===== src/rtl/e1_nbit_map.svh =====
`ifndef E1_NBIT_MAP_SVH
`define E1_NBIT_MAP_SVH
// ****************************************************************
// Timing
// ****************************************************************
`define CLK_HZ           10_000_000
`define CLK_PER_MS       (`CLK_HZ / 1000)
`define RAI_TIME_MS      10
`define SEC_TIME_S       1
`define CNT_W            24
`define FEBE_MIN_PER_SEC 10'd990
`define FEBE_SECONDS     5
`define FEBE_CNT_MAX     10'h3FF
// ****************************************************************
// Register indexes (byte address = 4 * index)
// ****************************************************************
`define MAX_LINKS        4
`define LINK_IDX_LSB     8
`define OFS_SPARE4_CW    8'h56
`define OFS_SPARE5_CW    8'h57
`define OFS_SPARE6_CW    8'h58
`define OFS_SPARE7_CW    8'h59
`define OFS_SPARE8_CW    8'h5A
`define OFS_PAT_FLAGS    8'h5B
`define OFS_CW_IRQ_EN    8'h5C
`define OFS_CW_IRQ_FLAGS 8'h5D
`define OFS_OH_STATE     8'h5F
`define OFS_OH_IRQ_EN    8'h60
`define OFS_OH_IRQ_FLAGS 8'h61
`define RST_REG          8'h00
// ****************************************************************
// Field positions
// ****************************************************************
`define CWEN_ALIGN       7
`define CWEN_DEBOUNCE    6
`define CW_SPECIAL       5
`define CW_SPARE6        2
`define OH_NT_CRC        5
`define OH_RAI           2
`define OH_CFEBE         1
`define OH_LINK          0
// ****************************************************************
// Codes
// ****************************************************************
`define PAT_F            12'hFFF
`define PAT_E            12'hEEE
`define PAT_C            12'hCCC
`define PAT_A            12'hAAA
`define PAT_8            12'h888
`define SA6_WIN_BITS     4'hC
`define SA6_WIN_CWS      2'h3
`define SA7_WIN          2'h3
`define NT_CRC_CODE_A    4'h2
`define NT_CRC_CODE_B    4'h3
`endif


===== src/rtl/e1_nbit_pkg.sv =====
`default_nettype none
`include "e1_nbit_map.svh"
package e1_nbit_pkg;
  typedef struct packed {
    logic [4:0][3:0]   cw;
    logic [4:0][3:0]   rx_prev;
    logic [11:0]       sa6_bits;
    logic [3:0]        bit_fill;
    logic [11:0]       sa6_cws;
    logic [1:0]        cw_fill;
    logic [4:0]        pat_flags;
    logic [5:0]        cw_flags;
    logic [7:0]        cw_en;
    logic [5:0]        oh_en;
    logic [5:0]        oh_flags;
    logic              a_last;
    logic              e_zero;
    logic [`CNT_W-1:0] rai_cnt;
    logic              rai_state;
    logic [9:0]        ezero_cnt;
    logic [4:0]        sec_hist;
    logic [2:0]        sa7_hist;
    logic [1:0]        sa7_fill;
    logic              link_state;
  } link_state_t;

  typedef link_state_t [`MAX_LINKS-1:0] link_arr_t;

  typedef struct packed {
    link_arr_t         lk;
    logic [`CNT_W-1:0] sec_cnt;
    logic [31:0]       prdata;
    logic              err;
    logic              irq;
  } mon_state_t;
endpackage : e1_nbit_pkg
`default_nettype wire


===== src/rtl/e1_nbit_monitor.sv =====
`timescale 1ns/1ps
`default_nettype none
`include "e1_nbit_map.svh"
module e1_nbit_monitor import e1_nbit_pkg::*; #(
  parameter int LINKS      = `MAX_LINKS,
  parameter int RAI_CYCLES = `RAI_TIME_MS * `CLK_PER_MS,
  parameter int SEC_CYCLES = `SEC_TIME_S * `CLK_HZ
) (
  input  wire logic                    CLK_I,
  input  wire logic                    RST_N_I,
  input  wire logic                    PSEL_I,
  input  wire logic                    PENABLE_I,
  input  wire logic                    PWRITE_I,
  input  wire logic [11:0]             PADDR_I,
  input  wire logic [31:0]             PWDATA_I,
  input  wire logic [3:0]              PSTRB_I,
  output logic      [31:0]             PRDATA_O,
  output logic                         PREADY_O,
  output logic                         PSLVERR_O,
  input  wire logic [LINKS-1:0]        CRC_MF_SYNC_I,
  input  wire logic [LINKS-1:0]        BASIC_SYNC_I,
  input  wire logic [LINKS-1:0]        SMF_BOUND_I,
  input  wire logic [LINKS-1:0][19:0]  SA_CW_I,
  input  wire logic [LINKS-1:0]        NFAS_STB_I,
  input  wire logic [LINKS-1:0]        A_BIT_I,
  input  wire logic [LINKS-1:0]        SA6_BIT_I,
  input  wire logic [LINKS-1:0]        SA7_BIT_I,
  input  wire logic [LINKS-1:0]        E_STB_I,
  input  wire logic [LINKS-1:0]        E_BIT_I,
  output logic                         INT_O
);
  // ****************************************************************
  // Elaboration checks and constants
  // ****************************************************************
  if (LINKS < 1 || LINKS > `MAX_LINKS) begin : g_bad_links
    $error("LINKS out of range");
  end
  if (RAI_CYCLES < 1 || RAI_CYCLES >= (1 << `CNT_W)) begin : g_bad_rai
    $error("RAI_CYCLES out of range");
  end
  if (SEC_CYCLES < 2 || SEC_CYCLES >= (1 << `CNT_W)) begin : g_bad_sec
    $error("SEC_CYCLES out of range");
  end

  localparam logic [`CNT_W-1:0] RAI_LAST = `CNT_W'(RAI_CYCLES - 1);
  localparam logic [`CNT_W-1:0] SEC_LAST = `CNT_W'(SEC_CYCLES - 1);

  mon_state_t s_r;
  mon_state_t s_nxt;

  logic       setup;
  logic       wr_go;
  logic [1:0] acc_link;
  logic [7:0] acc_ofs;
  logic       sec_tick;

  assign setup    = PSEL_I & ~PENABLE_I;
  assign wr_go    = PSEL_I & PENABLE_I & PWRITE_I & PSTRB_I[0];
  assign acc_link = PADDR_I[11:10];
  assign acc_ofs  = PADDR_I[9:2];
  assign sec_tick = (s_r.sec_cnt == SEC_LAST);

  // ****************************************************************
  // Helpers
  // ****************************************************************
  function automatic logic [4:0] pat_match(input logic [11:0] w);
    pat_match = {w == `PAT_F, w == `PAT_E, w == `PAT_C,
                 w == `PAT_A, w == `PAT_8};
  endfunction : pat_match

  function automatic logic two_zeros(input logic [2:0] h);
    two_zeros = (~h[0] & ~h[1]) | (~h[0] & ~h[2]) | (~h[1] & ~h[2]);
  endfunction : two_zeros

  function automatic logic [8:0] reg_read(input link_state_t l,
                                          input logic [7:0]  ofs);
    reg_read = 9'h000;
    case (ofs)
      `OFS_SPARE4_CW:    reg_read = {5'h10, l.cw[4]};
      `OFS_SPARE5_CW:    reg_read = {5'h10, l.cw[3]};
      `OFS_SPARE6_CW:    reg_read = {5'h10, l.cw[2]};
      `OFS_SPARE7_CW:    reg_read = {5'h10, l.cw[1]};
      `OFS_SPARE8_CW:    reg_read = {5'h10, l.cw[0]};
      `OFS_PAT_FLAGS:    reg_read = {4'h8, l.pat_flags};
      `OFS_CW_IRQ_EN:    reg_read = {1'b1, l.cw_en};
      `OFS_CW_IRQ_FLAGS: reg_read = {3'h4, l.cw_flags};
      `OFS_OH_STATE:     reg_read = {6'h20, l.rai_state, &l.sec_hist,
                                     l.link_state};
      `OFS_OH_IRQ_EN:    reg_read = {3'h4, l.oh_en};
      `OFS_OH_IRQ_FLAGS: reg_read = {3'h4, l.oh_flags};
      default:           reg_read = 9'h000;
    endcase
  endfunction : reg_read

  // ****************************************************************
  // Next state
  // ****************************************************************
  always_comb begin
    link_state_t     l;
    logic [4:0][3:0] rx;
    logic [4:0][3:0] newv;
    logic            wsel;
    logic [7:0]      wd;
    logic            sync;
    logic            bnd;
    logic            deb;
    logic            align;
    logic            zinc;
    logic [5:0]      cw_set;
    logic [5:0]      cw_clr;
    logic [4:0]      pat_set;
    logic [4:0]      pat_clr;
    logic [5:0]      oh_set;
    logic [5:0]      oh_clr;
    logic [8:0]      rd;
    logic            irq;
    l       = '0;
    rx      = '0;
    newv    = '0;
    wsel    = 1'b0;
    wd      = PWDATA_I[7:0];
    sync    = 1'b0;
    bnd     = 1'b0;
    deb     = 1'b0;
    align   = 1'b0;
    zinc    = 1'b0;
    cw_set  = '0;
    cw_clr  = '0;
    pat_set = '0;
    pat_clr = '0;
    oh_set  = '0;
    oh_clr  = '0;
    rd      = 9'h000;
    irq     = 1'b0;
    s_nxt   = s_r;

    s_nxt.sec_cnt = sec_tick ? '0 : s_r.sec_cnt + `CNT_W'(1);

    if (setup) begin
      if (int'(acc_link) < LINKS) begin
        rd = reg_read(s_r.lk[acc_link], acc_ofs);
      end
      s_nxt.err    = ~rd[8];
      s_nxt.prdata = {24'h00_0000, rd[7:0]};
    end

    for (int i = 0; i < LINKS; i++) begin
      l       = s_r.lk[i];
      rx      = SA_CW_I[i];
      sync    = CRC_MF_SYNC_I[i];
      bnd     = SMF_BOUND_I[i] & sync;
      deb     = l.cw_en[`CWEN_DEBOUNCE];
      align   = l.cw_en[`CWEN_ALIGN];
      wsel    = wr_go & (acc_link == 2'(i));
      cw_set  = '0;
      cw_clr  = '0;
      pat_set = '0;
      pat_clr = '0;
      oh_set  = '0;
      oh_clr  = '0;

      // Codeword extraction
      if (bnd) begin
        for (int k = 0; k < 5; k++) begin
          if (!deb) begin
            newv[k] = rx[k];
          end else if (rx[k] == l.rx_prev[k]) begin
            newv[k] = rx[k];
          end else begin
            newv[k] = l.cw[k];
          end
          cw_set[k]    = (newv[k] != l.cw[k]);
          l.cw[k]      = newv[k];
          l.rx_prev[k] = rx[k];
        end
      end

      // Sa6 special patterns
      if (!sync) begin
        l.bit_fill = '0;
        l.cw_fill  = '0;
      end
      if (sync && NFAS_STB_I[i]) begin
        l.sa6_bits = {l.sa6_bits[10:0], SA6_BIT_I[i]};
        if (l.bit_fill != `SA6_WIN_BITS) begin
          l.bit_fill = l.bit_fill + 4'h1;
        end
        if (!align && l.bit_fill == `SA6_WIN_BITS) begin
          pat_set = pat_set | pat_match(l.sa6_bits);
        end
      end
      if (bnd) begin
        l.sa6_cws = {l.sa6_cws[7:0], rx[`CW_SPARE6]};
        if (l.cw_fill != `SA6_WIN_CWS) begin
          l.cw_fill = l.cw_fill + 2'h1;
        end
        if (align && l.cw_fill == `SA6_WIN_CWS) begin
          pat_set = pat_set | pat_match(l.sa6_cws);
        end
      end
      cw_set[`CW_SPECIAL] = |pat_set;

      // NT CRC error
      if (bnd && (rx[`CW_SPARE6] == `NT_CRC_CODE_A ||
                  rx[`CW_SPARE6] == `NT_CRC_CODE_B)) begin
        oh_set[`OH_NT_CRC] = 1'b1;
      end

      // V5.2 link ID
      if (!BASIC_SYNC_I[i]) begin
        l.sa7_fill = '0;
      end else if (NFAS_STB_I[i]) begin
        l.sa7_hist = {l.sa7_hist[1:0], SA7_BIT_I[i]};
        if (l.sa7_fill != `SA7_WIN) begin
          l.sa7_fill = l.sa7_fill + 2'h1;
        end
      end
      l.link_state = BASIC_SYNC_I[i] & (l.sa7_fill == `SA7_WIN) &
                     two_zeros(l.sa7_hist);

      // Continuous RAI and FEBE
      if (NFAS_STB_I[i]) begin
        l.a_last = A_BIT_I[i];
      end
      if (E_STB_I[i]) begin
        l.e_zero = ~E_BIT_I[i];
      end
      if (!sync || !(l.a_last && l.e_zero)) begin
        l.rai_cnt   = '0;
        l.rai_state = 1'b0;
      end else if (l.rai_cnt == RAI_LAST) begin
        l.rai_state = 1'b1;
      end else begin
        l.rai_cnt = l.rai_cnt + `CNT_W'(1);
      end

      // Continuous FEBE, per-second zero counts
      zinc = E_STB_I[i] & ~E_BIT_I[i];
      if (!sync) begin
        l.ezero_cnt = '0;
        l.sec_hist  = '0;
      end else if (sec_tick) begin
        l.sec_hist  = {l.sec_hist[3:0],
                       l.ezero_cnt >= `FEBE_MIN_PER_SEC};
        l.ezero_cnt = {9'h000, zinc};
      end else if (zinc && l.ezero_cnt != `FEBE_CNT_MAX) begin
        l.ezero_cnt = l.ezero_cnt + 10'h001;
      end

      // Status transitions
      oh_set[`OH_RAI]   = l.rai_state != s_r.lk[i].rai_state;
      oh_set[`OH_CFEBE] = (&l.sec_hist) != (&s_r.lk[i].sec_hist);
      oh_set[`OH_LINK]  = l.link_state != s_r.lk[i].link_state;

      // Register writes
      if (wsel) begin
        case (acc_ofs)
          `OFS_PAT_FLAGS:    pat_clr = wd[4:0];
          `OFS_CW_IRQ_EN:    l.cw_en = wd;
          `OFS_CW_IRQ_FLAGS: cw_clr  = wd[5:0];
          `OFS_OH_IRQ_EN:    l.oh_en = wd[5:0];
          `OFS_OH_IRQ_FLAGS: oh_clr  = wd[5:0];
          default:           cw_clr  = '0;
        endcase
      end
      l.pat_flags = (l.pat_flags & ~pat_clr) | pat_set;
      l.cw_flags  = (l.cw_flags & ~cw_clr) | cw_set;
      l.oh_flags  = (l.oh_flags & ~oh_clr) | oh_set;

      // Interrupt gating
      irq = irq | (|(l.cw_flags[4:0] & l.cw_en[4:0]));
      irq = irq | (l.cw_flags[`CW_SPECIAL] &
                   l.cw_en[`CW_SPECIAL]);
      irq = irq | (l.oh_flags[`OH_NT_CRC] &
                   l.oh_en[`OH_NT_CRC]);
      irq = irq | (|(l.oh_flags & l.oh_en));
      s_nxt.lk[i] = l;
    end
    s_nxt.irq = irq;
  end

  always_ff @(posedge CLK_I) begin
    if (!RST_N_I) begin
      s_r <= '0;
    end else begin
      s_r <= s_nxt;
    end
  end

  // ****************************************************************
  // Outputs
  // ****************************************************************
  assign PRDATA_O  = s_r.prdata;
  assign PREADY_O  = 1'b1;
  assign PSLVERR_O = PSEL_I & PENABLE_I & s_r.err;
  assign INT_O     = s_r.irq;

  // ****************************************************************
  // Checks on link 0, and on INT_O over all links
  // ****************************************************************
  link_state_t l0;
  logic        bnd0;
  logic        irq_now;
  logic        wclr0;

  assign l0      = s_r.lk[0];
  assign bnd0    = SMF_BOUND_I[0] & CRC_MF_SYNC_I[0];
  assign wclr0   = wr_go & (acc_link == 2'h0) &
                   (acc_ofs == `OFS_CW_IRQ_FLAGS) & PWDATA_I[4];
  always_comb begin
    irq_now = 1'b0;
    for (int i = 0; i < LINKS; i++) begin
      irq_now = irq_now | (|(s_r.lk[i].cw_flags & s_r.lk[i].cw_en[5:0])) |
                (|(s_r.lk[i].oh_flags & s_r.lk[i].oh_en));
    end
  end
endmodule : e1_nbit_monitor
`default_nettype wire


===== config.mk =====
export PLATFORM = sky130hd
export DESIGN_NAME = e1_nbit_monitor
export DESIGN_NICKNAME = d
export VERILOG_FILES = /design/src/rtl/e1_nbit_pkg.sv /design/src/rtl/e1_nbit_monitor.sv
export VERILOG_INCLUDE_DIRS = /design/src /design/src/rtl
export SDC_FILE = /design/constraint.sdc
export NUM_CORES = 2
export LEC_CHECK = 0
export BUFFER_PORTS_ARGS = -buffer_cell sky130_fd_sc_hd__buf_2
export CAP_MARGIN = 20
export CORE_MARGIN = 1.5
export CORE_UTILIZATION = 60
export CTS_BUF_LIST = sky130_fd_sc_hd__clkbuf_4 sky130_fd_sc_hd__clkbuf_8
export DETAILED_ROUTE_END_ITERATION = 12
export PLACE_DENSITY = 0.86
export SKIP_CTS_REPAIR_TIMING = 1
export SYNTH_ARGS = -nofsm -noshare
export SYNTH_HDL_FRONTEND = slang
export SYNTH_SLANG_ARGS = --single-unit

===== constraint.sdc =====
create_clock -name CLK_I -period 6.75 [get_ports CLK_I]
set_clock_uncertainty 0.1 [all_clocks]
set_input_delay 1.0125 -clock CLK_I [delete_from_list [all_inputs] [get_ports CLK_I]]
set_output_delay 1.0125 -clock CLK_I [all_outputs]
set_load 0.05 [all_outputs]

==> Word-level counts from Yosys, hierarchy flattened <==
Cells that the tools add are included.
{ "totals": {"ff_bits": 630, "input_bits": 169, "output_inout_bits": 35} }
{ "op_classes": {"bitwise": 139, "addsub": 21, "n_mux": 195, "eq_ne": 147, "magnitude_cmp": 5, "reduce_logical": 87} }
{ "op_table": {"columns": ["cell", "n"], "rows": [
  ["$eq A12 B12 Y1 const B", 40],
  ["$mux W4", 76],
  ["$bmux W149 S2", 1],
  ["$mux W5", 37],
  ["$mux W149", 1],
  ["$add A24 B1 Y24 const B", 5],
  ["$mux W6", 18],
  ["$pmux W9 S11", 1],
  ["$eq A24 B17 Y1 const B", 4],
  ["$eq A8 B7 Y1 const B", 11],
  ["$eq A4 B4 Y1", 20],
  ["$ne A4 B4 Y1", 20],
  ["$and A6 B6 Y6", 12],
  ["$mux W12", 4],
  ["$mux W2", 24],
  ["$not A6 Y6", 8],
  ["$or A6 B6 Y6", 8],
  ["$and A1 B1 Y1", 45],
  ["$reduce_and A5 Y1", 9],
  ["$add A10 B1 Y10 const B", 4],
  ["$and A5 B5 Y5", 8],
  ["$ge A10 B10 Y1 const B", 4],
  ["$ne A10 B10 Y1 const B", 4],
  ["$or A5 B5 Y5", 8],
  ["other kinds (27)", 222]
]} }

==> Logic depth before layout (Yosys ltp) <==
{ "logic_depth": {"word_depth": 30, "mapped_depth": 12, "depth_no_buf": 11} }

==> Least setup slack after synthesis <==
No wires, ideal clock.
{ "synth_path": {"path_kind": "input -> register", "from": "input CRC_MF_SYNC_I[2]", "to": "register s_r, in the netlist INT_O", "n_path_buf": 1, "t_required_ps": 6569, "setup_slack_ps": 3044, "arrival_time_ps": 3525, "path_stages": 10, "setup_ps": 81, "cell_sequence": "clkbuf_1 nand2_1 ha_1 or4b_2 a211oi_1 a41oi_1 a41oi_1 or3_1 nor3_1 a41oi_1"} }
{ "synth_between": {"elab_chain_cells": 21, "elab_cells_between_ends": 48, "classes_between": "2 x add/sub; 6 x eq/ne; 14 x mux; 16 x bitwise; 10 x reduce/logical"} }
{ "synth_rtl": {"columns": ["item", "line", "source"], "rows": [
  ["from (decl)", "e1_nbit_monitor.sv:20", "input wire logic [LINKS-1:0] CRC_MF_SYNC_I,"],
  ["$mux W4", "e1_nbit_monitor.sv:179", "if (!sync) begin"],
  ["$add A4 B1 Y4 or $ne A4 B4 Y1 (tied branches)", null, null],
  ["$mux W4", "e1_nbit_monitor.sv:185", "if (l.bit_fill != `SA6_WIN_BITS) begin"],
  ["$mux W4", "e1_nbit_monitor.sv:183", "if (sync && NFAS_STB_I[i]) begin"],
  ["$eq A4 B4 Y1 (no line)", null, null],
  ["$logic_and A1 B1 Y1 (no line)", null, null],
  ["$mux W5", "e1_nbit_monitor.sv:188", "if (!align && l.bit_fill == `SA6_WIN_BITS) begin"],
  ["$mux W5", "e1_nbit_monitor.sv:183", null],
  ["[5 not listed]", null, null],
  ["$and A1 B1 Y1", "e1_nbit_monitor.sv:272", "irq = irq | (l.cw_flags[`CW_SPECIAL] &"],
  ["$or A1 B1 Y1", "e1_nbit_monitor.sv:272", null],
  ["$or A1 B1 Y1", "e1_nbit_monitor.sv:274", "irq = irq | (l.oh_flags[`OH_NT_CRC] &"],
  ["$or A1 B1 Y1 (*)", "e1_nbit_monitor.sv:276", "irq = irq | (|(l.oh_flags & l.oh_en));"],
  ["$or A1 B1 Y1 (*)", "e1_nbit_monitor.sv:271", "irq = irq | (|(l.cw_flags[4:0] & l.cw_en[4:0]));"],
  ["$or A1 B1 Y1 (*)", "e1_nbit_monitor.sv:272", null],
  ["$or A1 B1 Y1 (*)", "e1_nbit_monitor.sv:274", null],
  ["$or A1 B1 Y1 (*)", "e1_nbit_monitor.sv:276", null],
  ["to (signal assigned)", "e1_nbit_monitor.sv:286", "s_r <= s_nxt;"],
  ["to (decl)", "e1_nbit_monitor.sv:48", "mon_state_t s_r;"]
]} }
Mark *: on every way between the ends. The rest lies on a longest branch, timed or not. The select of a mux whose other input is x is not followed.
A chain may end at the register's enable or synchronous reset.

==> Worst setup path after layout <==
{ "layout_path": {"from": "input PSEL_I", "to": "register s_r, in the netlist INT_O"} }
{ "layout_between": {"elab_chain_cells": 25, "elab_cells_between_ends": 82, "classes_between": "12 x mux; 62 x bitwise; 8 x reduce/logical"} }
{ "layout_rtl": {"columns": ["item", "line", "source"], "rows": [
  ["from (decl)", "e1_nbit_monitor.sv:11", "input wire logic PSEL_I,"],
  ["$and A1 B1 Y1 (*) (3 in a row)", "e1_nbit_monitor.sv:58", "assign wr_go = PSEL_I & PENABLE_I & PWRITE_I & PSTRB_I[0];"],
  ["$and A1 B1 Y1", null, null],
  ["$mux W6", "e1_nbit_monitor.sv:256", "if (wsel) begin"],
  ["$not A6 Y6", "e1_nbit_monitor.sv:267", "l.cw_flags = (l.cw_flags & ~cw_clr) | cw_set;"],
  ["$and A6 B6 Y6", "e1_nbit_monitor.sv:267", null],
  ["$or A6 B6 Y6", "e1_nbit_monitor.sv:267", null],
  ["$and A5 B5 Y5", "e1_nbit_monitor.sv:271", null],
  ["$reduce_or A5 Y1", "e1_nbit_monitor.sv:271", null],
  ["[7 not listed]", null, null],
  ["$or A1 B1 Y1", "e1_nbit_monitor.sv:271", null],
  ["$or A1 B1 Y1", "e1_nbit_monitor.sv:272", null],
  ["$or A1 B1 Y1", "e1_nbit_monitor.sv:274", null],
  ["$or A1 B1 Y1", "e1_nbit_monitor.sv:276", null],
  ["$or A1 B1 Y1", "e1_nbit_monitor.sv:271", null],
  ["$or A1 B1 Y1", "e1_nbit_monitor.sv:272", null],
  ["$or A1 B1 Y1", "e1_nbit_monitor.sv:274", null],
  ["$or A1 B1 Y1 (*)", "e1_nbit_monitor.sv:276", null]
]} }
Mark *: on every way between the ends. The rest lies on a longest branch, timed or not.

==> results.toml <==
[status]
status = "finished, final reports clean"

[sta]
worstMarginPinSlew_ns = 1.09
finalHoldViolations = 0
layout_setup_ws_ns = 2.55
fmax_mhz = 238
period_needed_ns = 4.20
final_max_slew_viol_count = 0
max-slew-margin-rel_pct = 27.2
rsz0062_at_grt = "no"
setup_viol_count_final = 0
finalCritPeriodShare_pct = 62.3
finalSetupTns_ns = 0

[clock_tree]
root_buffer = "clkbuf_8"
numCtsBuffers = 97
cts_buffer_depth = 3
insertion_delay_ns = 0.71
cts_tree = "done"
clk_pin_slew_ns = 0.06
clock-sinks = 594
h-tree-depth = 3

[power_and_ir_drop]
power.leakage_nw = 11.5
ir_worst_vdd_mv = 0.159
power.density_nw_per_um2 = 239

[grt]
grtUsageTotal_pct = 31.2
grt_max_degree = 178
antenna_found_initial = 21
grt_overflow = 0
grt_first_pass_wirelength_um = 124000
grt_pass1_vias = 23700

[worst_setup_path]
rr_endpoint = "INT_O"
setup.worst_path.end_class = "flop"
worstSetupPathType = "in -> reg"
path_cells = "buf_2 -> nand4_1 -> nor2_1 -> nand2_1 -> mux2i_1 -> o22ai_1 -> or3_1 -> nor4_1 -> a41oi_1"
worst_ep_required_time_ns = 7.18
max_stage_delay_ns = 0.68
cp.arrival_ns = 4.64
reg2reg_from = "s_r[449]"
reg2reg_depth = 9
crit_fanout = 11
r2r_setup_slack_ns = 3.25
crit_family = "simple AND/OR/NAND/NOR gates"
cp_slowest_cell = "nor4_1"
startpoint_type = "input port"
worst-path-buf-inv = 1

[route]
vias = 26000
dr.pass1.iters = 9
wl_per_cell_um = 18.7
drt_iter0_drc = 2945
ant_nets = 0
remaining_drc_errors = 0
viasPerCell = 6.13
wirelength_um = 79400

[synth]
synth_cells = 3467
synth_ff_type = "dfxtp_1"
yosysSeqAreaShare_pct = 41.6
async_flop_share_pct = 0
yosys_register_bits = 594
postSynthAreaPerCell_um2 = 8.25
synthesis.area_um2 = 28600
yosysWarnings = 0
ys_types = 85
synth_edf_count = 0

[floorplan]
die_w_um = 221
io_pins = 204
die-area_um2 = 49000
coreArea_um2 = 46800
start_util_pct = 61.2
row_count = 79
die_y_um = 221

[placed_design]
port_buffers = 149
hpwl_um = 55600
dp_slack_ns = 2.18
gp_congestion = 1.04

[hold_path]
min_to = "l0[107]"
whs_path_depth = 2
hold_path.class = "reg -> reg"
hp-start = "l0[107]"

[layout]
syn_to_final_growth_pct = 10.5
layout.nets = 3743
drive_gt1_share_pct = 12.0

[job]
timing.max_cap.violations = 0
==> flip-flops by register name (all words and copies together) (netlist names) <==
register and count:
s_r 445, l0 140, PRDATA_O 8, INT_O 1
==> worst reg2reg max path: cells and delay by family (launching register included) <==
| kind | cells | cell delay, ns |
|---|---|---|
| AOI/OAI and AO/OA | 4 | 1.63 |
| adders and majority gates | 1 | 0.33 |
| DFF | 1 | 0.43 |
| and+or+nand+nor | 4 | 0.95 |
==> stage by stage <==
stage | cells | utilization [%] | total power, mW | hold WS, ns | instance area (um^2)
3_5_place_dp | 4060 | 63.0 | 4.27 | 0.338 | 29400
2_1_floorplan | 3490 | - | 4.10 | 0.318 | 28700
6_report | 4247 | 67.6 | 7.56 | 0.349 | 31600
3_3_place_gp | 4060 | 63.0 | 4.26 | 0.335 | 29400
5_1_grt | 4245 | 67.6 | 7.80 | 0.369 | 31600
4_1_cts | 4232 | 67.4 | 7.56 | 0.347 | 31500
==> worst max-delay path by stage <==
stage / from / to / slack (ns) / cells past startpoint
floorplan: CRC_MF_SYNC_I[2] / INT_O / 3.04 / 10
global placement: PADDR_I[11] / INT_O / 2.22 / 9
detailed placement: PSEL_I / INT_O / 2.18 / 9
CTS: PADDR_I[11] / INT_O / 2.92 / 9
global route: PADDR_I[8] / INT_O / 2.56 / 10
finish: PSEL_I / INT_O / 2.55 / 9
==> where the power goes <==
group          internal, mW  leakage, nW  switching [mW]
logic                 0.185         5.59           0.383
clock network          1.88         1.10            1.46
registers              3.58         4.82          0.0748
total                  5.64         11.5            1.91
==> synth_stat cells (6+ instances only) <==
cell / number / share of area (%)
nand3_1: 208 / 3.6
a41oi_1: 12 / 0.37
buf_4: 34 / 0.89
o22ai_1: 11 / 0.24
nor3b_1: 8 / 0.21
xor2_1: 221 / 6.8
a211oi_1: 14 / 0.37
nor4b_1: 9 / 0.28
a21oi_1: 378 / 6.6
nand4_1: 65 / 1.4
mux4_2: 54 / 4.3
inv_1: 38 / 0.50
and3_1: 36 / 0.79
o21ai_0: 78 / 1.4
or2_2: 7 / 0.15
mux2i_1: 48 / 1.7
nor2b_1: 15 / 0.33
nor3_1: 50 / 0.88
buf_2: 14 / 0.25
and2_1: 41 / 0.90
a22oi_1: 15 / 0.39
mux2_2: 10 / 0.39
or3_1: 35 / 0.77
nor4_1: 39 / 0.85
ha_1: 19 / 0.83
and4b_1: 6 / 0.21
clkbuf_1: 134 / 1.8
dfxtp_1: 594 / 42
xnor2_1: 75 / 2.3
o41ai_1: 20 / 0.61
nor2_1: 353 / 4.6
nand2b_1: 13 / 0.28
buf_1: 18 / 0.24
o31ai_1: 7 / 0.18
nand2_1: 633 / 8.3
and4_1: 16 / 0.49
nor4bb_1: 8 / 0.28
o21a_1: 10 / 0.26
a31oi_1: 20 / 0.44
==> kinds of logic (layout without fill, tap and decap cells) <==
kind of cell	count (synthesis)	after routing	synth area share [%]
buffers and inverters	240	378	3.66
xor gates and xnor gates	296	296	9.07
other	2	37	0.0263
muxes	112	112	6.33
adders and majority gates	21	21	0.901
and+or+nand+nor	1580	1580	25.8
AOI/OAI and AO/OA	622	622	12.6
DFF	594	594	41.6
==> layer usage <==
metal	up-vias	track usage, %	wire length [um]
met1	12100	41.9	32600
met2	1291	44.9	33000
met4	22	14.8	3540
li1	12300	-	-
met5	-	0	198
met3	325	10.7	10100
==> area by class of cell <==
| class | count | area [um^2] |
|---|---|---|
| clock buffer | 153 | 1920 |
| inverter | 39 | 154 |
| timing repair buffer | 167 | 916 |
| sequential | 594 | 11900 |
| clock inverter | 19 | 168 |
| fill | 3710 | 15200 |
| antenna | 12 | 30.0 |
| multi-input combinational | 2656 | 15800 |
| tap | 607 | 759 |
==> cell usage in the layout (no fill, tap or decap), types with 36 or more instances in the layout <==
master,instances
a21oi_1,378
and2_1,41
and3_1,36
buf_2,148
clkbuf_8,123
dfxtp_1,594
inv_1,38
mux2i_1,48
mux4_2,54
nand2_1,633
nand3_1,208
nand4_1,65
nor2_1,352
nor3_1,50
nor4_1,39
o21ai_0,78
xnor2_1,75
xor2_1,221
(Power assumes the default switching activity.)
